===== src/hdl/sync_serial_port_pkg.sv =====
package sync_serial_port_pkg;

   // Buffer geometry
   localparam int FIFO_DEPTH = 8;
   localparam int DATA_W = 16;

   // Frame size limits, programmed as size minus one
   localparam logic [3:0] SIZE_M1_MIN = 4'h3;
   localparam logic [3:0] SIZE_M1_MAX = 4'hF;

   // Command phase length of the command-then-response format
   localparam logic [4:0] CMD_BITS = 5'h08;

   // Shifter holds command plus largest response
   localparam int SHIFT_W = 24;

   // Reset values of pins and shifters
   localparam logic SCLK_RST = 1'b0;
   localparam logic FSS_RST = 1'b1;
   localparam logic [SHIFT_W-1:0] SHIFT_RST = 24'h000000;

   // Frame formats
   typedef enum logic [1:0]
   {
      FMT_SPI = 2'b00,
      FMT_SYNC_PULSE = 2'b01,
      FMT_CMD_RESP = 2'b10
   } fmt_t;

   // Engine states, one-hot
   typedef enum logic [3:0]
   {
      ST_IDLE = 4'b0001,
      ST_SYNC = 4'b0010,
      ST_RUN = 4'b0100,
      ST_GAP = 4'b1000
   } state_t;

endpackage : sync_serial_port_pkg


===== src/hdl/sync_serial_port.sv =====
module sync_serial_port
#(
   parameter int DEPTH = sync_serial_port_pkg::FIFO_DEPTH,
   parameter int DW = sync_serial_port_pkg::DATA_W
)
(
   input wire logic core_clk,
   input wire logic rst_n,
   input wire logic clk_en,
   input wire logic cfg_enable,
   input wire logic cfg_master,
   input wire logic cfg_slave_out_dis,
   input wire logic cfg_loopback,
   input wire logic [1:0] cfg_format,
   input wire logic [3:0] cfg_size_m1,
   input wire logic cfg_cpol,
   input wire logic cfg_cpha,
   input wire logic [7:0] cfg_prescale,
   input wire logic [7:0] cfg_rate_div,
   input wire logic [DW-1:0] tx_data,
   input wire logic tx_valid,
   output logic tx_ready,
   output logic [DW-1:0] rx_data,
   output logic rx_valid,
   input wire logic rx_ready,
   output logic busy,
   input wire logic sclk_in,
   output logic sclk_out,
   output logic sclk_oe,
   input wire logic fss_in,
   output logic fss_out,
   output logic fss_oe,
   input wire logic rxd_in,
   output logic txd_out,
   output logic txd_oe
);
   import sync_serial_port_pkg::*;

   localparam int AW = $clog2(DEPTH);
   localparam int CW = $clog2(DEPTH + 1);
   localparam logic [CW-1:0] FULL_CNT = CW'(DEPTH);

   // Place word MSB-first at shifter top, command format aware
   function automatic logic [SHIFT_W-1:0] align_tx(
      input logic [DW-1:0] word,
      input logic [4:0] nbits,
      input logic cmd_slave,
      input logic cmd_master
   );
      logic [SHIFT_W-1:0] wide;
      wide = {word, 8'h00};
      if (cmd_master)
         align_tx = {word[7:0], 16'h0000};
      else if (cmd_slave)
         align_tx = {8'h00, wide[SHIFT_W-1:8] << (5'h10 - nbits)};
      else
         align_tx = wide << (5'h10 - nbits);
   endfunction : align_tx

   // Clear bits above the frame size
   function automatic logic [DW-1:0] trim(
      input logic [DW-1:0] word,
      input logic [4:0] nbits
   );
      trim = word & DW'((17'h00001 << nbits) - 17'h00001);
   endfunction : trim

   // Pin synchronisers, stage three only feeds edge detection
   logic sclk_s1_ff, sclk_s2_ff, sclk_s3_ff;
   logic fss_s1_ff, fss_s2_ff;
   logic rxd_s1_ff, rxd_s2_ff;

   always_ff @(posedge core_clk or negedge rst_n)
   begin
      if (!rst_n)
      begin
         sclk_s1_ff <= SCLK_RST;
         sclk_s2_ff <= SCLK_RST;
         sclk_s3_ff <= SCLK_RST;
         fss_s1_ff <= FSS_RST;
         fss_s2_ff <= FSS_RST;
         rxd_s1_ff <= 1'b0;
         rxd_s2_ff <= 1'b0;
      end
      else if (clk_en)
      begin
         sclk_s1_ff <= sclk_in;
         sclk_s2_ff <= sclk_s1_ff;
         sclk_s3_ff <= sclk_s2_ff;
         fss_s1_ff <= fss_in;
         fss_s2_ff <= fss_s1_ff;
         rxd_s1_ff <= rxd_in;
         rxd_s2_ff <= rxd_s1_ff;
      end
   end

   // Transmit buffer storage and pointers
   logic [DW-1:0] tx_mem [DEPTH];
   logic [AW-1:0] tx_wr_ff, tx_rd_ff, nxt_tx_wr, nxt_tx_rd;
   logic [CW-1:0] tx_cnt_ff, nxt_tx_cnt;
   logic tx_ready_ff, nxt_tx_ready;
   logic tx_push, tx_pop;  // Pop comes from the engine

   // Transmit buffer next state; ready is the back-pressure
   always_comb
   begin
      tx_push = tx_valid && tx_ready_ff;
      nxt_tx_wr = tx_push ? tx_wr_ff + 1'b1 : tx_wr_ff;
      nxt_tx_rd = tx_pop ? tx_rd_ff + 1'b1 : tx_rd_ff;
      nxt_tx_cnt = tx_cnt_ff + CW'(tx_push) - CW'(tx_pop);
      nxt_tx_ready = nxt_tx_cnt < FULL_CNT;
   end

   always_ff @(posedge core_clk or negedge rst_n)
   begin
      if (!rst_n)
      begin
         tx_wr_ff <= '0;
         tx_rd_ff <= '0;
         tx_cnt_ff <= '0;
         tx_ready_ff <= 1'b0;
      end
      else if (clk_en)
      begin
         tx_wr_ff <= nxt_tx_wr;
         tx_rd_ff <= nxt_tx_rd;
         tx_cnt_ff <= nxt_tx_cnt;
         tx_ready_ff <= nxt_tx_ready;
      end
   end

   // Storage write, no reset needed for data
   always_ff @(posedge core_clk)
   begin
      if (clk_en && tx_push)
         tx_mem[tx_wr_ff] <= tx_data;
   end

   // Receive buffer storage and pointers
   logic [DW-1:0] rx_mem [DEPTH];
   logic [AW-1:0] rx_wr_ff, rx_rd_ff, nxt_rx_wr, nxt_rx_rd;
   logic [CW-1:0] rx_cnt_ff, nxt_rx_cnt;
   logic rx_valid_ff, nxt_rx_valid;
   logic [DW-1:0] rx_data_ff, nxt_rx_data;
   logic rx_push, rx_put, rx_take;
   logic [DW-1:0] rx_word; // Completed frame from the engine

   // Receive buffer next state; a full buffer drops the new frame
   always_comb
   begin
      rx_put = rx_push && (rx_cnt_ff != FULL_CNT);
      rx_take = rx_ready && rx_valid_ff;
      nxt_rx_wr = rx_put ? rx_wr_ff + 1'b1 : rx_wr_ff;
      nxt_rx_rd = rx_take ? rx_rd_ff + 1'b1 : rx_rd_ff;
      nxt_rx_cnt = rx_cnt_ff + CW'(rx_put) - CW'(rx_take);
      nxt_rx_valid = nxt_rx_cnt != '0;
      // Head may be the word written this very cycle
      if (!nxt_rx_valid)
         nxt_rx_data = '0;
      else if (rx_put && nxt_rx_rd == rx_wr_ff)
         nxt_rx_data = rx_word;
      else
         nxt_rx_data = rx_mem[nxt_rx_rd];
   end

   always_ff @(posedge core_clk or negedge rst_n)
   begin
      if (!rst_n)
      begin
         rx_wr_ff <= '0;
         rx_rd_ff <= '0;
         rx_cnt_ff <= '0;
         rx_valid_ff <= 1'b0;
         rx_data_ff <= '0;
      end
      else if (clk_en)
      begin
         rx_wr_ff <= nxt_rx_wr;
         rx_rd_ff <= nxt_rx_rd;
         rx_cnt_ff <= nxt_rx_cnt;
         rx_valid_ff <= nxt_rx_valid;
         rx_data_ff <= nxt_rx_data;
      end
   end

   always_ff @(posedge core_clk)
   begin
      if (clk_en && rx_put)
         rx_mem[rx_wr_ff] <= rx_word;
   end

   // Serial engine state
   state_t st_ff, nxt_st;
   logic sclk_ff, nxt_sclk, fss_ff, nxt_fss;
   logic txd_ff, nxt_txd, txd_oe_ff, nxt_txd_oe, busy_ff;
   logic [SHIFT_W-1:0] tx_sh_ff, nxt_tx_sh;
   logic [DW-1:0] rx_sh_ff, nxt_rx_sh;
   logic [5:0] edge_cnt_ff, nxt_edge_cnt;
   logic [4:0] smp_cnt_ff, nxt_smp_cnt;
   logic first_ff, nxt_first;
   logic [7:0] pre_cnt_ff, nxt_pre_cnt, div_cnt_ff, nxt_div_cnt;

   // Decoded configuration and edge events
   fmt_t fmt;
   logic [4:0] nbits, total;
   logic idle_lvl, smp_lead, tick, edge_ev, lead, smp_ev, sh_ev;
   logic rx_bit, rx_act, last_edge, cmd;
   logic [SHIFT_W-1:0] load_val;

   always_comb
   begin
      fmt = (cfg_format == FMT_SYNC_PULSE) ? FMT_SYNC_PULSE :
            (cfg_format == FMT_CMD_RESP) ? FMT_CMD_RESP : FMT_SPI;
      cmd = fmt == FMT_CMD_RESP;
      // Sizes under four are raised to four
      nbits = {1'b0, (cfg_size_m1 < SIZE_M1_MIN) ? SIZE_M1_MIN :
               cfg_size_m1} + 5'h01;
      total = cmd ? nbits + CMD_BITS : nbits;
      idle_lvl = (fmt == FMT_SPI) ? cfg_cpol : 1'b0;
      smp_lead = (fmt == FMT_SPI) ? !cfg_cpha : cmd;
      load_val = align_tx(tx_cnt_ff != '0 ? tx_mem[tx_rd_ff] : '0, nbits,
                          cmd && !cfg_master, cmd && cfg_master);
      // Prescaler then bit divider; prescaler divides by its setting, bit divider by its setting plus one
      tick = (pre_cnt_ff >= cfg_prescale - 8'h01 || cfg_prescale == '0)
             && div_cnt_ff >= cfg_rate_div;
      // Master edges from own clock, slave from synchronised pin
      if (cfg_master)
         edge_ev = (st_ff == ST_RUN) && tick;
      else
         edge_ev = (st_ff == ST_RUN) && (sclk_s2_ff != sclk_s3_ff);
      lead = cfg_master ? (sclk_ff == idle_lvl) : (sclk_s2_ff != idle_lvl);
      smp_ev = edge_ev && (lead == smp_lead);
      sh_ev = edge_ev && (lead != smp_lead);
      last_edge = edge_ev && (edge_cnt_ff == {total, 1'b0} - 6'h01);
      rx_bit = cfg_loopback ? txd_ff : rxd_s2_ff;
      if (cmd)
         rx_act = cfg_master ? (smp_cnt_ff >= CMD_BITS)
                             : (smp_cnt_ff < CMD_BITS);
      else
         rx_act = 1'b1;
   end

   // Engine next state
   always_comb
   begin
      nxt_st = st_ff;
      nxt_sclk = sclk_ff;
      nxt_fss = fss_ff;
      nxt_tx_sh = tx_sh_ff;
      nxt_rx_sh = rx_sh_ff;
      nxt_edge_cnt = edge_cnt_ff;
      nxt_smp_cnt = smp_cnt_ff;
      nxt_first = first_ff;
      nxt_pre_cnt = pre_cnt_ff + 8'h01;
      nxt_div_cnt = div_cnt_ff;
      tx_pop = 1'b0;
      rx_push = 1'b0;
      rx_word = '0;
      // Divider chain runs only while the master is busy
      if (st_ff == ST_IDLE || !cfg_master)
      begin
         nxt_pre_cnt = '0;
         nxt_div_cnt = '0;
      end
      else if (pre_cnt_ff >= cfg_prescale - 8'h01 || cfg_prescale == '0)
      begin
         nxt_pre_cnt = '0;
         nxt_div_cnt = tick ? 8'h00 : div_cnt_ff + 8'h01;
      end
      if (edge_ev)
      begin
         nxt_sclk = ~sclk_ff;
         nxt_edge_cnt = edge_cnt_ff + 6'h01;
      end
      if (smp_ev)
      begin
         nxt_smp_cnt = smp_cnt_ff + 5'h01;
         if (rx_act)
            nxt_rx_sh = {rx_sh_ff[DW-2:0], rx_bit};
      end
      // First shift edge is skipped when shifting on the lead
      if (sh_ev)
      begin
         nxt_first = 1'b0;
         if (!(first_ff && !smp_lead))
            nxt_tx_sh = {tx_sh_ff[SHIFT_W-2:0], 1'b0};
      end
      unique case (st_ff)
         ST_IDLE:
         begin
            nxt_sclk = idle_lvl;
            nxt_fss = fmt != FMT_SYNC_PULSE;
            nxt_edge_cnt = '0;
            nxt_smp_cnt = '0;
            nxt_first = 1'b1;
            nxt_rx_sh = '0;
            // Master starts on a queued word; slave on frame select
            if (cfg_enable && cfg_master && tx_cnt_ff != '0)
            begin
               tx_pop = 1'b1;
               nxt_tx_sh = load_val;
               nxt_fss = fmt == FMT_SYNC_PULSE;
               nxt_st = (fmt == FMT_SYNC_PULSE) ? ST_SYNC : ST_RUN;
            end
            else if (cfg_enable && !cfg_master &&
                     fss_s2_ff == (fmt == FMT_SYNC_PULSE))
            begin
               // Empty buffer sends zeros rather than stale data
               tx_pop = tx_cnt_ff != '0;
               nxt_tx_sh = load_val;
               nxt_st = (fmt == FMT_SYNC_PULSE) ? ST_SYNC : ST_RUN;
            end
         end
         ST_SYNC:
         begin
            // Pulse lasts two half periods, no clock edges meanwhile
            if (cfg_master && tick)
            begin
               nxt_edge_cnt = edge_cnt_ff + 6'h01;
               if (edge_cnt_ff[0])
               begin
                  nxt_fss = 1'b0;
                  nxt_edge_cnt = '0;
                  nxt_st = ST_RUN;
               end
            end
            else if (!cfg_master && !fss_s2_ff)
               nxt_st = ST_RUN;
         end
         ST_RUN:
         begin
            if (last_edge)
            begin
               rx_push = 1'b1;
               rx_word = trim(nxt_rx_sh, cmd && !cfg_master ?
                              CMD_BITS : nbits);
               nxt_fss = fmt != FMT_SYNC_PULSE;
               nxt_st = ST_GAP;
            end
            else if (!cfg_master && fmt != FMT_SYNC_PULSE && fss_s2_ff)
               nxt_st = ST_IDLE;  // Select lost: frame abandoned
         end
         ST_GAP:
         begin
            // Master idles a half period; slave waits for deselect, or returns at once in sync-pulse format
            if (cfg_master ? tick : (fmt == FMT_SYNC_PULSE || fss_s2_ff))
               nxt_st = ST_IDLE;
         end
      endcase
      if (!cfg_enable)
         nxt_st = ST_IDLE;
      nxt_txd = nxt_tx_sh[SHIFT_W-1];
      // Slave drives only while selected and not disabled
      nxt_txd_oe = cfg_enable && (cfg_master ||
                   (!cfg_slave_out_dis && nxt_st != ST_IDLE));
   end

   always_ff @(posedge core_clk or negedge rst_n)
   begin
      if (!rst_n)
      begin
         st_ff <= ST_IDLE;
         sclk_ff <= SCLK_RST;
         fss_ff <= FSS_RST;
         txd_ff <= 1'b0;
         txd_oe_ff <= 1'b0;
         busy_ff <= 1'b0;
         tx_sh_ff <= SHIFT_RST;
         rx_sh_ff <= '0;
         edge_cnt_ff <= '0;
         smp_cnt_ff <= '0;
         first_ff <= 1'b1;
         pre_cnt_ff <= '0;
         div_cnt_ff <= '0;
      end
      else if (clk_en)
      begin
         st_ff <= nxt_st;
         sclk_ff <= nxt_sclk;
         fss_ff <= nxt_fss;
         txd_ff <= nxt_txd;
         txd_oe_ff <= nxt_txd_oe;
         busy_ff <= nxt_st != ST_IDLE;
         tx_sh_ff <= nxt_tx_sh;
         rx_sh_ff <= nxt_rx_sh;
         edge_cnt_ff <= nxt_edge_cnt;
         smp_cnt_ff <= nxt_smp_cnt;
         first_ff <= nxt_first;
         pre_cnt_ff <= nxt_pre_cnt;
         div_cnt_ff <= nxt_div_cnt;
      end
   end

   // Master pins enables; all outputs straight from flip-flops
   logic mst_oe_ff;

   always_ff @(posedge core_clk or negedge rst_n)
   begin
      if (!rst_n)
         mst_oe_ff <= 1'b0;
      else if (clk_en)
         mst_oe_ff <= cfg_enable && cfg_master;
   end

   assign tx_ready = tx_ready_ff;
   assign rx_data = rx_data_ff;
   assign rx_valid = rx_valid_ff;
   assign busy = busy_ff;
   assign sclk_out = sclk_ff;
   assign sclk_oe = mst_oe_ff;
   assign fss_out = fss_ff;
   assign fss_oe = mst_oe_ff;
   assign txd_out = txd_ff;
   assign txd_oe = txd_oe_ff;

endmodule : sync_serial_port


===== config.mk =====
export PLATFORM = sky130hd
export DESIGN_NAME = sync_serial_port
export DESIGN_NICKNAME = d
export VERILOG_FILES = /design/src/hdl/sync_serial_port_pkg.sv /design/src/hdl/sync_serial_port.sv
export SDC_FILE = /design/constraint.sdc
export NUM_CORES = 1
export LEC_CHECK = 0
export BUFFER_PORTS_ARGS = -buffer_cell sky130_fd_sc_hd__buf_2
export CAP_MARGIN = 20
export CELL_PAD_IN_SITES_DETAIL_PLACEMENT = 1
export CELL_PAD_IN_SITES_GLOBAL_PLACEMENT = 1
export CORE_AREA = 2 2 216 218
export CTS_BUF_LIST = sky130_fd_sc_hd__clkbuf_4 sky130_fd_sc_hd__clkbuf_8
export CTS_CLUSTER_DIAMETER = 200
export DETAILED_ROUTE_END_ITERATION = 10
export DIE_AREA = 0 0 218 220
export PLACE_DENSITY = 0.74
export RECOVER_POWER = 50
export SETUP_SLACK_MARGIN = 0.2
export SLEW_MARGIN = 20
export SYNTH_ARGS = -nofsm -noshare
export SYNTH_HDL_FRONTEND = slang
export SYNTH_SLANG_ARGS = --single-unit

===== constraint.sdc =====
create_clock -name core_clk -period 12 [get_ports core_clk]
set_clock_uncertainty 0.2 [all_clocks]
set_input_delay 0 -clock core_clk [delete_from_list [all_inputs] [get_ports core_clk]]
set_output_delay 0 -clock core_clk [all_outputs]
set_load 0.01 [all_outputs]

==> summary by stage, run 1 <==
Clocking
The clock net in this run drives a total of about 380 sinks. The number of clock buffers inserted by TritonCTS is 66. The clock reaches the later pin of the worst-skew pair after between 0.6 and 0.7 ns. The number of levels the H-tree was split into is 3. TritonCTS built the clock tree. The maximum count of clock buffers along a single path is 3. The clock transition at the registers of the reported paths is 0.06 ns. The number of gates resized after CTS was 0.

The tree is rooted in a sky130_fd_sc_hd__clkbuf_8.

Detailed routing
Summed over all layers, the routed wires come to 46.2 mm. For this run, design rule violations remaining after detail routing come to 0. The first detailed-routing pass took 5 iterations.

The routed via count is ~12000. The detail route stage leaves a number of antenna-violating nets equal to 0. The number of DRC markers in iteration 0 is roughly 860. The number of vias per cell after detailed routing is 5.58. In the final routed layout, each cell accounts on average for ~21 microns.

Timing
The slack of the critical path is approximately 4.1 ns. For the pin with the worst max-slew slack, the measured transition is 3.59 ns. After layout, the worst path uses 65.9% of the clock period. In this run the tightest slew margin relative to its limit is -139%. Adding up every negative setup slack in the final design gives 0 ns. The achievable frequency is approximately 130 MHz. Setup repair after global routing left no endpoint under its margin. The max-slew violation count is about 190. The total of endpoints with negative setup slack in the final report is 0. The post-route minimum period is 7.91 ns. The count of final hold-check violations is 0.

Floorplan
The core region is roughly 46000 sq um. The overall die height is between 200 and 250 microns. The number of top-level pins is 77.

The initial cell density of the core is about two fifths. The floorplan die width is between 200 and 250 microns. Row generation in the floorplan step produced just under 80 rows.

The floorplan step defined a die boundary enclosing 48000 sq um.

Logic synthesis
The number of enable flip-flop cells after synthesis is ~260. For this run, the leading register cell type out of synthesis is sky130_fd_sc_hd__edfxtp_1. The cell area that synthesis handed to floorplanning was 18100 sq um. After synthesis, the mean cell area works out to 13.4 sq um. Counting distinct cell types in the post-synthesis netlist gives 80. Summing the sequential cell areas from Yosys gives between 50 and 60% of the chip area. For this run, asynchronously set or reset flops after synthesis account for about a third. The number of synthesized register bits is approximately 380.

The gate count of the mapped netlist is roughly 1300. For this run, the number of Yosys warnings is 0. Synthesis produced a netlist with a net count of 1446.

Critical path
The top fanout value on the critical path is 35. STA classifies the critical path startpoint as an input port. The worst setup path is of the in -> reg kind. The endpoint type of the worst setup path is a register. The signal arrival time at the worst endpoint is slightly above 8 ns.

The critical path required time is 12.31 ns.

Power and ir drop
The portion of total power attributed to the clock network is between 30% and 40%. The analysis attributes to cell leakage a power of slightly below 8 nW. The combinational share of power is 30.4%. The internal portion of the total power is 2.77 mW.

The switching power summed over all nets is approximately 1.4 mW. The switching portion of total power is ~33%. Dividing total power by cell area gives a power density of approximately 200 nW/um^2. The worst supply voltage drop on vdd is around 0.00039 V.

The share of power burned in registers is 39.4%.

Worst hold path
The path class of the lowest-slack min-delay path is in -> reg.

Finish
The final net count is 1599. The core occupancy in the finished layout is a little under half. The repair_antennas step left the layout with diodes totalling 0. Fill cells in the final layout number 4717.

The area of all placed cells without fillers is about 21000 sq um. Of the cells placed in the final design, the portion with a size suffix greater than 1 is roughly 20%. The synthesis-to-finish area growth is 16.8%.

Global routing
The number of global-route vias before repair is between 10000 and 15000. The initial antenna violation count is 1. The total global routing overflow is 0.

Global routing used 19.8% of the available tracks. Entering global routing, the biggest net connects 65 pins. The wire length of the first global-routing pass is roughly 74 mm.

Placed design
At the end of routability-driven placement, the weighted congestion stood at around 0.90. The number of input and output port buffers inserted is 76. After legalization and detailed placement, the total HPWL measured about 30 mm. Summing all placed instances gives a cell area of between 15000 and 20000 sq um. The placement-stage worst setup slack is 4.16 ns.

Run status
The checks that failed: max-capacitance violations, max-slew violations. The run finished, with violations left.

Flow run
The reported max-cap violation count is 4.
[critical path, cell delays in order]
cell and delay, ns:
sky130_fd_sc_hd__dlygate4sd3_1 0.54, sky130_fd_sc_hd__buf_2 0.54, sky130_fd_sc_hd__o21ba_1 0.75, sky130_fd_sc_hd__clkinv_4 0.38, sky130_fd_sc_hd__ha_1 0.50, sky130_fd_sc_hd__xor2_1 0.83, sky130_fd_sc_hd__nor4_1 0.23, sky130_fd_sc_hd__or4_1 0.53
sky130_fd_sc_hd__a21oi_1 0.21, sky130_fd_sc_hd__nor3_1 0.07, sky130_fd_sc_hd__or2_1 0.23, sky130_fd_sc_hd__buf_4 0.22, sky130_fd_sc_hd__a21oi_2 0.24, sky130_fd_sc_hd__inv_1 0.08, sky130_fd_sc_hd__ha_1 0.27, sky130_fd_sc_hd__inv_1 0.04
sky130_fd_sc_hd__ha_1 0.21, sky130_fd_sc_hd__fa_1 0.38, sky130_fd_sc_hd__xor2_1 0.17, sky130_fd_sc_hd__o41ai_1 0.82, sky130_fd_sc_hd__o21bai_2 0.49, sky130_fd_sc_hd__nor2_1 0.13, sky130_fd_sc_hd__a211o_1 0.30
[sequential cells by signal, indices dropped and copies added (netlist names), 3 cells and up]
name	flops
rx_wr_ff	3
tx_sh_ff	23
pre_cnt_ff	8
tx_rd_ff	3
st_ff	4
div_cnt_ff	8
edge_cnt_ff	6
rx_sh_ff	16
smp_cnt_ff	5
tx_mem	128
tx_wr_ff	3
rx_cnt_ff	4
tx_cnt_ff	4
rx_mem	128
rx_data	16
rx_rd_ff	3
[cells by family after synthesis]
group	share of synthesized area, %
AOI/OAI and AO/OA	10.6
xor gates and xnor gates	2.46
adders and majority gates	3.26
buffers and inverters	2.95
DFF	59.3
muxes	13.1
and+or+nand+nor	8.37
[cell type report]
| cell class | instances | area (sq um) | area share [%] |
|---|---|---|---|
| Timing Repair Buffer | 161 | 1100 | 5.18 |
| Clock inverter | 35 | 295 | 1.39 |
| Sequential cell | 378 | 10700 | 50.8 |
| Inverter | 50 | 193 | 0.910 |
| Multi-Input combinational cell | 844 | 6980 | 33.0 |
| Tap cell | 607 | 759 | 3.59 |
| Clock buffer | 84 | 1100 | 5.19 |
[metal layers]
layer,vias up,track usage [%],wire (microns)
met1,6170,25.6,20200
met4,2,6.62,1080
met5,-,0,14
met3,84,3.41,1830
li1,5512,-,-
met2,273,33.6,23100
[power groups by stage]
stage	Clock (mW)	Sequential (mW)	Combinational, mW
floorplan	0	1.62	0.899
global route	1.34	1.64	1.38
detailed placement	0	1.65	1.25
finish	1.25	1.63	1.25
CTS	1.28	1.63	1.28
global placement	0	1.64	1.21
[placed cells by master, fill, tap and decap left out, drive strengths merged, types with 50 or more instances in the layout]
cell type    count
nand2           92
dlygate4sd3     63
buf             53
nor2            84
inv             50
mux2i           57
clkbuf         129
edfxtp         256
dfrtp          117
a21oi           57
o21ai           73
mux4            67
[per-stage QoR]
step,power (mW),cells,hold WS [ns]
4_1_cts,4.19,2159,0.00126
6_report,4.13,2159,0.0371
3_5_place_dp,2.90,1976,-0.183
2_1_floorplan,2.52,1348,-0.496
3_3_place_gp,2.86,1975,-0.189
5_1_grt,4.36,2159,0.0958
[path summary, 6_finish.rpt]
check                                     startpoint                 endpoint  slack (ns)  cells after the start
min                                   cfg_size_m1[0]  rx_mem[0][13]$_DFFE_PP_        0.04                      5
max in group asynchronous                      rst_n   rx_data[4]$_DFFE_PN0P_        7.78                      4
max reg2reg                pre_cnt_ff[1]$_DFFE_PN0P_  rx_data[13]$_DFFE_PN0P_        5.94                     18
max                                   cfg_size_m1[2]  rx_data[13]$_DFFE_PN0P_        4.09                     23
min in group asynchronous                      rst_n     first_ff$_DFFE_PN1P_        0.35                      3
min reg2reg                     first_ff$_DFFE_PN1P_     first_ff$_DFFE_PN1P_        0.29                      2
[cells in the mapped netlist (8+ instances only)]
cell type,count,share of area (%)
sky130_fd_sc_hd__nor2b_1,9,0.31
sky130_fd_sc_hd__mux4_2,67,8.3
sky130_fd_sc_hd__dfrtp_1,117,16
sky130_fd_sc_hd__edfxtp_1,256,42
sky130_fd_sc_hd__mux2_2,26,1.6
sky130_fd_sc_hd__nand3_1,37,1.0
sky130_fd_sc_hd__nand2_1,92,1.9
sky130_fd_sc_hd__a31oi_1,9,0.31
sky130_fd_sc_hd__o31ai_1,9,0.37
sky130_fd_sc_hd__nor2_1,84,1.7
sky130_fd_sc_hd__nand4_1,12,0.41
sky130_fd_sc_hd__ha_1,44,3.0
sky130_fd_sc_hd__clkbuf_1,49,1.0
sky130_fd_sc_hd__and3_1,10,0.35
sky130_fd_sc_hd__nor4_1,8,0.28
sky130_fd_sc_hd__a211oi_1,11,0.46
sky130_fd_sc_hd__inv_1,46,0.95
sky130_fd_sc_hd__a22o_1,24,1.2
sky130_fd_sc_hd__nor3_1,30,0.83
sky130_fd_sc_hd__a21oi_1,56,1.5
sky130_fd_sc_hd__o221a_2,10,0.62
sky130_fd_sc_hd__xor2_1,25,1.2
sky130_fd_sc_hd__o21ai_0,71,2.0
sky130_fd_sc_hd__buf_2,13,0.36
sky130_fd_sc_hd__xnor2_1,24,1.2
sky130_fd_sc_hd__a22oi_1,12,0.50
sky130_fd_sc_hd__mux2i_1,57,3.1
[what timing repair did]
action,CTS,global route
setup buffers,0,0
hold buffers,64,0
endpoints found under the hold margin,333,0
Power figures use the tool's default switching activity.
==> inputs of run 2 (changes only) <==
--- a/config.mk
+++ b/config.mk
@@ -5,16 +5,17 @@
 export SDC_FILE = /design/constraint.sdc
 export NUM_CORES = 1
 export LEC_CHECK = 0
+export ABC_AREA = 1
 export BUFFER_PORTS_ARGS = -buffer_cell sky130_fd_sc_hd__buf_2
 export CAP_MARGIN = 20
 export CELL_PAD_IN_SITES_DETAIL_PLACEMENT = 1
 export CELL_PAD_IN_SITES_GLOBAL_PLACEMENT = 1
-export CORE_AREA = 2 2 216 218
+export CORE_AREA = 2 2 221 223
 export CTS_BUF_LIST = sky130_fd_sc_hd__clkbuf_4 sky130_fd_sc_hd__clkbuf_8
 export CTS_CLUSTER_DIAMETER = 200
 export DETAILED_ROUTE_END_ITERATION = 10
-export DIE_AREA = 0 0 218 220
-export PLACE_DENSITY = 0.74
+export DIE_AREA = 0 0 223 225
+export PLACE_DENSITY = 0.8
 export RECOVER_POWER = 50
 export SETUP_SLACK_MARGIN = 0.2
 export SLEW_MARGIN = 20
==> constraint.sdc (replaced) <==
create_clock -name core_clk -period 7.2 [get_ports core_clk]
set_clock_uncertainty 0.2 [all_clocks]
set_input_delay 0 -clock core_clk [delete_from_list [all_inputs] [get_ports core_clk]]
set_output_delay 0 -clock core_clk [all_outputs]
set_load 0.01 [all_outputs]
==> run 2 against run 1 <==
  * The flow still finishes with violations (max-capacitance violations, max-slew violations)
  * Core utilization increased by 0.075 points
  * Register-to-register slack got worse by 3.9 ns
  * Synthesized area is 4.0% higher
  * Wire length is 18% higher
  * Largest cell class unchanged
  * Largest power group unchanged
==> summary by stage, run 2 <==
Placed design
The number of input and output port buffers inserted came to 76 (unchanged). The global placement routability congestion is 0.901 (+0.13%). The placed instance count is 2667 (+35%). The detailed placement HPWL is 33.8 mm (+14%).

Finish
In the final layout, the registers with the most flip-flops are rx_mem (128), tx_mem (128), tx_sh_ff (23). Leaving out fill and tap cells, the most frequent cell in the layout is sky130_fd_sc_hd__nand2_1. The fraction of final layout cells with drive strength greater than 1 came to 11.1% (-8.4 points).

Leaving out fill and tap cells, the most frequent cells in the layout are sky130_fd_sc_hd__nand2_1, sky130_fd_sc_hd__edfxtp_1, sky130_fd_sc_hd__nor2_1. The final net count is 2295 (+44%). The synthesis-to-finish area growth is 16.6%. The count of non-filler cells in the finished layout is 2869 (+33%).

Critical path
The signal arrival time at the worst endpoint came to 6.05 ns (-2.17 ns). The number of cells traversed by the worst register-to-register path was 21 (+3). The worst setup path endpoint is rx_data[8]$_DFFE_PN0P_. The category of the most critical setup path is in -> reg. The worst setup path is launched from an input port. The top fanout value on the critical path was 22 (-37%). The start of the worst register-to-register path is div_cnt_ff[5]$_DFFE_PN0P_.

The endpoint type of the worst setup path is a register. The critical path required time is 7.52 ns (-4.79 ns). The register-to-register setup slack is 2.08 ns (-3.86 ns). The capturing point of the worst reg2reg path is rx_data[8]$_DFFE_PN0P_. The origin of the worst setup path is cfg_size_m1[2]. The cell at the slowest stage of the critical path is sky130_fd_sc_hd__inv_1.

Among the stages of the critical path, the cell type that occurs most often is sky130_fd_sc_hd__nand2_1. The worst stage delay on the critical path was 0.66 ns (-0.17 ns).

Logic synthesis
The area fraction in compound gates after synthesis is 11.8% (+1.2 points). The share of Yosys cell area claimed by the top area cell type is 40.8% (-1.6 points). The number of nets produced by synthesis came to 2141 (+48%). The synthesized area came to 18900 sq um (+4.0%). The share of synthesized cell area in and, or, nand and nor gates is 20.7% (+12 points). The mean instance size in the synthesized netlist is 9.23 sq um (-31%).

The most common cell in the synthesized netlist is sky130_fd_sc_hd__nand2_1. The gate count of the mapped netlist came to 2043 (+52%). By area the synthesized netlist is led by sky130_fd_sc_hd__edfxtp_1, sky130_fd_sc_hd__dfrtp_1, sky130_fd_sc_hd__nand2_1. By area, the combinational part of the netlist is dominated by simple AND/OR/NAND/NOR gates. The number of warnings reported in the yosys synthesis log is 0 (unchanged). The share of cell area taken by muxes after synthesis is 0.0531% (-13 points).

The share of async-settable or async-resettable flops after synthesis came to 32.3% (unchanged). The part of the Yosys area used for sequential elements was 57.0% (-2.3 points). The number of synthesized register bits is 378 (unchanged).

For this run, the leading register cell type out of synthesis is sky130_fd_sc_hd__edfxtp_1. Ranked by instance count, the synthesized netlist is headed by sky130_fd_sc_hd__nand2_1, sky130_fd_sc_hd__edfxtp_1, sky130_fd_sc_hd__nor2_1. The cell type with the highest aggregate area in the netlist is sky130_fd_sc_hd__edfxtp_1. The number of enable flip-flop cells after synthesis is 256 (unchanged).

The number of distinct library cells after synthesis is 52 (-35%). The area share of fa/ha/maj cells after synthesis is 3.13% (-0.13 points). The synthesized-area fraction occupied by xor and xnor cells came to 1.63% (-0.83 points).

Flow run
The reported max-cap violation count is 3 (-1).

Detailed routing
The number of DRC markers in iteration 0 is 1313 (+53%). The iteration count of the initial detailed-routing pass is 5 (unchanged). The number of DRC violations after detailed routing came to 0 (unchanged).

The routed via count is 15600 (+29%). The detailed-route wire length came to 54.7 mm (+18%). The detailed-route wire length per cell is 19.1 microns (-11%). The number of vias per cell after detailed routing was 5.43 (-2.6%).

The number of nets with antenna violations after detailed routing is 0 (unchanged).

Global routing
The wire length of the first global-routing pass is 88.6 mm (+20%). The layer flagged by global routing as most heavily used is met2. The number of global-route vias before repair is 16800 (+29%).

The met2 demand-to-capacity share in global routing is 38.7% (+5.1 points). The global routing met1 resource utilization is 27.9% (+2.2 points). The maximum number of pins on one net before global-route repair came to 77 (+18%). The global-route total usage across every layer is 22.2% (+2.4 points). The met3 global-route usage is 3.52% (+0.11 points).

The total global routing overflow is 0 (unchanged). The initial antenna violation count is 1 (unchanged).

Timing
The worst slew margin relative to its limit is -164% (-25 points). The post-route minimum period is ~5.7 ns. The count of final hold-check violations is 0 (unchanged).

The transition time of the tightest slew-check pin was 3.96 ns (+0.378 ns). The total of endpoints with negative setup slack in the final report is 0 (unchanged). The achievable frequency is between 150 and 200 MHz.

The final total negative setup slack is 0 ns (unchanged). Setup repair after global routing left no endpoint under its margin. The worst hold margin is 0.0559 ns (+0.0188 ns).

The max-slew violation count is 198 (+5.9%). After layout, the worst path uses about four fifths of the clock period.

Clocking
The clock transition at the registers of the reported paths came to 0.06 ns (about the same). The number of clock buffers inserted by TritonCTS is 69 (+4.5%). The maximum count of clock buffers along a single path is 3 (unchanged). The count of clock tree sinks is 378 (unchanged). The clock network latency to the later pin of the worst-skew pair was 0.66 ns (+0.02 ns). The buffers inserted during post-CTS setup optimization was 0 (unchanged). The cell at the root of the clock tree is sky130_fd_sc_hd__clkbuf_8. The number of levels the H-tree was split into is 3 (unchanged). The CTS tree is built.

Worst hold path
The path class of the lowest-slack min-delay path is in -> reg. The worst hold path cell count is 8 (+3).

Power and ir drop
The static power due to leakage is 8.84 nW (+14%). The power per cell area is 341 nW/um^2 (+75%). The worst supply voltage drop on vdd is 0.000207 V (-46%).

Run status
The run finished, with violations left. The checks that failed: max-capacitance violations, max-slew violations.

Floorplan
The overall die height came to 225 microns (+2.3%). The site row count came to 80 (+1.3%). The floorplan die width came to 223 microns (+2.3%).

The core outline area is 47500 sq um (+3.7%). The initial cell density of the core was 39.7% (+0.14 points). The number of top-level pins is 77 (unchanged). The die area is 50200 sq um (+4.6%).
-- run 2: changes by cell type in the layout (fill, tap and decap cells not counted), sizes merged, moves of 56 or more --
| cell | delta |
|---|---|
| inv | +117 |
| mux2i | -56 |
| mux4 | -67 |
| nand2 | +388 |
| nand3 | +91 |
| nor2 | +169 |
| o21ai | +135 |
-- run 2: per-layer routing --
layer	up-vias	wire length [microns]
li1	7288	-
met1	7807	23600
met2	398	27300
met3	90	2620
met4	0	1160
met5	-	0
-- run 2: through the flow --
stage                     worst slack [ns]  power [mW]  utilization (%)  area, sq um
after floorplan                       2.93        4.53                -        18900
after global placement                1.84        5.18             41.8        19900
after detailed placement              1.51        5.34             41.8        19900
after CTS                             1.61        7.57             46.4        22100
after global routing                 0.986        8.03             46.2        22000
final                                 1.47        7.50             46.2        22000
-- run 2: cells by family after synthesis --
logic type	count (synthesis)
AOI/OAI and AO/OA	392
xor gates and xnor gates	35
adders and majority gates	46
buffers and inverters	264
DFF	378
muxes	1
and+or+nand+nor	927
-- run 2: power breakdown --
group          leakage [nW]  switching [mW]  internal [mW]  total, mW
clock                 0.773           0.931           1.22       2.15
sequential             3.71           0.171           2.57       2.74
combinational          4.36            1.77          0.844       2.61
-- run 2: repair_timing --
action | 4_1_cts | 5_1_grt
resized for setup | 0 | 0
hold endpoints to repair | 353 | 0
setup endpoints to repair | 0 | 0
hold buffers | 74 | 0
-- run 2: critical path: cells and delay by family --
kind / cells / cell delay (ns)
AND/OR/NAND/NOR: 15 / 2.27
buffers and inverters: 7 / 2.04
adder cells (fa/ha/maj): 4 / 1.31
AO/OA/AOI/OAI: 2 / 0.24
XOR/XNOR: 1 / 0.16
-- run 2: cell type report --
class,instances,area [sq um]
Sequential cell,378,10700
Inverter,166,627
Antenna cell,1,2.50
Clock inverter,22,199
Clock buffer,105,1240
Multi-Input combinational cell,1401,7120
Timing Repair Buffer,181,1270
Tap cell,615,769
Fill cell,5431,25600
-- run 2: worst min-delay path by stage --
stage                                from                   endpoint
after detailed placement            rst_n  pre_cnt_ff[7]$_DFFE_PN0P_
after global placement              rst_n  pre_cnt_ff[7]$_DFFE_PN0P_
final                            rx_ready   rx_cnt_ff[0]$_DFFE_PN0P_
after CTS                 cfg_rate_div[1]  div_cnt_ff[5]$_DFFE_PN0P_
after floorplan                     rst_n           busy$_DFFE_PN0P_
after global routing      cfg_rate_div[1]  div_cnt_ff[5]$_DFFE_PN0P_
==> inputs of run 3 (changes only) <==
--- a/config.mk
+++ b/config.mk
@@ -5,17 +5,17 @@
 export SDC_FILE = /design/constraint.sdc
 export NUM_CORES = 1
 export LEC_CHECK = 0
-export ABC_AREA = 1
+export ABC_AREA = 0
 export BUFFER_PORTS_ARGS = -buffer_cell sky130_fd_sc_hd__buf_2
 export CAP_MARGIN = 20
 export CELL_PAD_IN_SITES_DETAIL_PLACEMENT = 1
 export CELL_PAD_IN_SITES_GLOBAL_PLACEMENT = 1
-export CORE_AREA = 2 2 221 223
+export CORE_AREA = 2 2 216 218
 export CTS_BUF_LIST = sky130_fd_sc_hd__clkbuf_4 sky130_fd_sc_hd__clkbuf_8
 export CTS_CLUSTER_DIAMETER = 200
 export DETAILED_ROUTE_END_ITERATION = 10
-export DIE_AREA = 0 0 223 225
-export PLACE_DENSITY = 0.8
+export DIE_AREA = 0 0 218 220
+export PLACE_DENSITY = 0.74
 export RECOVER_POWER = 50
 export SETUP_SLACK_MARGIN = 0.2
 export SLEW_MARGIN = 20
==> constraint.sdc (replaced) <==
create_clock -name core_clk -period 5.42 [get_ports core_clk]
set_clock_uncertainty 0.2 [all_clocks]
set_input_delay 0 -clock core_clk [delete_from_list [all_inputs] [get_ports core_clk]]
set_output_delay 0 -clock core_clk [all_outputs]
set_load 0.01 [all_outputs]
==> run 3 against run 2 <==
  * The flow still finishes with violations (max-capacitance violations, max-slew violations)
  * Setup slack worse by 1.1 ns
  * Clock-buffer cell count is 11 lower
  * Register-to-register slack worse by 1.5 ns
  * Critical endpoint is now rx_data[13]$_DFFE_PN0P_
  * Largest cell class unchanged
==> summary by stage, run 3 (synthesis results as in run 1) <==
Floorplan
The overall die height came to 220 microns (-2.2%). The core outline area is 45900 sq um (-3.5%). The site row count came to 79 (-1.3%).

The number of top-level pins came to 77 (unchanged). The floorplan die width is 218 microns (-2.2%). The initial cell density of the core came to 39.5% (-0.14 points).

The die area is 48000 sq um (-4.4%).

Power and ir drop
The overall power of the completed layout is 9.04 mW (+20%). The worst supply voltage drop on vdd is 0.000340 V (+64%). The power per cell area is 421 nW/um^2 (+23%). The static power due to leakage came to 7.94 nW (-10%).

Timing
The slack of the critical path was 0.384 ns (-1.08 ns). Static timing analysis puts the maximum clock frequency at approximately 200 MHz. The total of endpoints with negative setup slack in the final report is 0 (unchanged). The post-route minimum period is between 5 and 6 ns.

Setup repair after global routing could not meet its margin everywhere. The max-slew violation count is 108 (-45%). The transition time of the tightest slew-check pin is 3.19 ns (-0.777 ns). The final total negative setup slack was 0 ns (unchanged). The worst slew margin relative to its limit is -112% (+52 points). The count of final hold-check violations is 0 (unchanged). The final worst-path cycle share is between 90 and 100%.

Finish
The core occupancy in the finished layout is 46.8% (+0.57 points). The fraction of final layout cells with drive strength greater than 1 is 21.9% (+11 points). The largest registers in the layout are rx_mem (128), tx_mem (128), tx_sh_ff (23). The area of all placed cells without fillers was 21500 sq um (-2.3%). The final net count is 1641 (-28%). The most common cell after layout, fill and taps aside is sky130_fd_sc_hd__edfxtp_1. In the layout the commonest cells are sky130_fd_sc_hd__edfxtp_1, sky130_fd_sc_hd__dfrtp_1, sky130_fd_sc_hd__nand2_1. The number of diodes added for antenna fixing was 0 (-1). Compared with the post-synthesis result, the final layout area differs by 18.4%.

Detailed routing
The number of nets with antenna violations after detailed routing is 0 (unchanged). The detailed-route wire length is 47.0 mm (-14%). The number of DRC violations after detailed routing is 0 (unchanged).

The routed via count is 12300 (-21%). The detailed-route wire length per cell is 21.4 microns (+12%). The number of DRC markers in iteration 0 is 867 (-34%).

The number of vias per cell after detailed routing is 5.61 (+3.3%). The iteration count of the initial detailed-routing pass was 5 (unchanged).

Critical path
For this design, the slowest cell found on the critical path is sky130_fd_sc_hd__dlygate4sd3_1. The endpoint type of the worst setup path is a register. The signal arrival time at the worst endpoint is 5.41 ns (-0.64 ns). The endpoint identified for the worst register-to-register timing path is rx_data[13]$_DFFE_PN0P_. The worst stage delay on the critical path was 0.58 ns (-0.08 ns). STA classifies the critical path startpoint as an input port. Walking the worst path, the cells encountered are dlygate4sd3_1, buf_2, o21ba_1, clkinv_4, ha_4, nand3_2, xnor2_1, or4_1, a21oi_1, nor3_1, or2_1, a21oi_4, inv_1, ha_1, inv_1, ha_1, fa_1, xor2_1, o41ai_2, buf_4, o21bai_4, nor2_1, a211o_1. The startpoint identified for the worst register-to-register timing path is pre_cnt_ff[3]$_DFFE_PN0P_. The top fanout value on the critical path is 14 (-36%).

The number of cells traversed by the worst register-to-register path was 20 (-4.8%). The critical path required time is 5.80 ns (-1.72 ns). The register-to-register setup slack came to 0.60 ns (-1.48 ns). The category of the most critical setup path is in -> reg.

Worst hold path
The path with the worst hold slack has its endpoint at rx_sh_ff[0]$_DFFE_PN0P_. The path class of the lowest-slack min-delay path is in -> reg. The worst hold path begins at cfg_loopback.

The worst hold path cell count came to 4 (-4).

Run status
The final reports fail on max-capacitance violations, max-slew violations. The run finished, with violations left.

Clocking
The CTS tree is built. The cell at the root of the clock tree is sky130_fd_sc_hd__clkbuf_8. The number of levels the H-tree was split into is 2 (-1). The number of clock buffers inserted by TritonCTS is 60 (-13%).

The clock transition at the registers of the reported paths is 0.06 ns (about the same). The clock network latency to the later pin of the worst-skew pair came to 0.69 ns (+0.03 ns). The maximum count of clock buffers along a single path is 3 (unchanged).

The count of clock tree sinks is 378 (unchanged).

Global routing
The routing layer with the top usage in global route is met2. The global-route total usage across every layer is 19.9% (-2.3 points). The met3 global-route usage is 3.20% (-0.32 points). The total global routing overflow is 0 (unchanged). The global routing met1 resource utilization is 26.8% (-1.1 points). The met2 demand-to-capacity share in global routing is 33.0% (-5.8 points). The wire length of the first global-routing pass is 73.9 mm (-17%). The number of global-route vias before repair is 13000 (-22%). The maximum number of pins on one net before global-route repair is 66 (-14%).

The initial antenna violation count was 0 (-1).

Placed design
The global placement routability congestion is 0.907 (+0.73%). The placement-stage worst setup slack came to 0.120 ns (-1.39 ns). The number of input and output port buffers inserted is 76 (unchanged).

The detailed placement HPWL is 30.8 mm (-9.0%). The instance area at placement is 19500 sq um (-2.1%).

Flow run
The reported max-cap violation count was 3 (unchanged).
## run 3: cell count changes in the layout (fill, tap and decap cells not counted), sizes merged, moves of 32 or more
cell	previous run	this run
mux4	0	67
o21ai	208	73
nand2	480	92
buf	67	99
nand3	128	37
mux2i	1	57
inv	167	49
o211ai	52	7
nor2	253	84
## run 3: per-stage QoR
| step | hold slack [ns] | instances |
|---|---|---|
| 4_1_cts | 0.0210 | 2188 |
| 5_1_grt | 0.0786 | 2194 |
| 3_3_place_gp | -0.184 | 2008 |
| 6_report | 0.0802 | 2194 |
| 3_5_place_dp | -0.182 | 2008 |
| 2_1_floorplan | -0.496 | 1348 |
## run 3: report_power, final
group          switching (mW)  internal (mW)
combinational            1.50           1.28
clock                    1.16           1.41
sequential              0.326           3.36
## run 3: routing by layer
metal  wire, microns  vias up
met3            2170       86
met1           20900     6331
met4            1210        0
met5               0        -
li1                -     5583
met2           22800      311
## run 3: layout make-up
| cell class | instances | area, sq um |
|---|---|---|
| inverter | 50 | 193 |
| sequential | 378 | 10700 |
| multi-input combinational | 844 | 6990 |
| clock buffer | 94 | 1160 |
| clock inverter | 12 | 125 |
| fill | 4709 | 24400 |
| timing repair buffer | 209 | 1490 |
| tap | 607 | 759 |
## run 3: worst max-delay path by stage
stage,startpoint,endpoint,slack [ns],cells past startpoint
finish,cfg_size_m1[2],rx_data[13]$_DFFE_PN0P_,0.38,23
global route,cfg_size_m1[2],rx_data[13]$_DFFE_PN0P_,0.19,23
CTS,cfg_size_m1[2],rx_data[13]$_DFFE_PN0P_,0.22,24
detailed placement,cfg_prescale[3],rx_data[13]$_DFFE_PN0P_,0.12,24
global placement,cfg_size_m1[0],rx_data[10]$_DFFE_PN0P_,0.39,22
floorplan,cfg_size_m1[0],rx_data[11]$_DFFE_PN0P_,0.22,26
## run 3: worst max-delay path, delay by kind of cell
family                   cells  cell delay [ns]
AO/OA/AOI/OAI                6             1.51
buffers and inverters        6             1.21
AND/OR/NAND/NOR              5             1.20
adder cells (fa/ha/maj)      4             1.08
XOR/XNOR                     2             0.41
## run 3: what timing repair did
item                                    CTS  global route
resized for setup                         0             5
endpoints found under the hold margin   444             0
endpoints found under the setup margin    0            16
buffers inserted                          0             6
hold buffers                             74             0
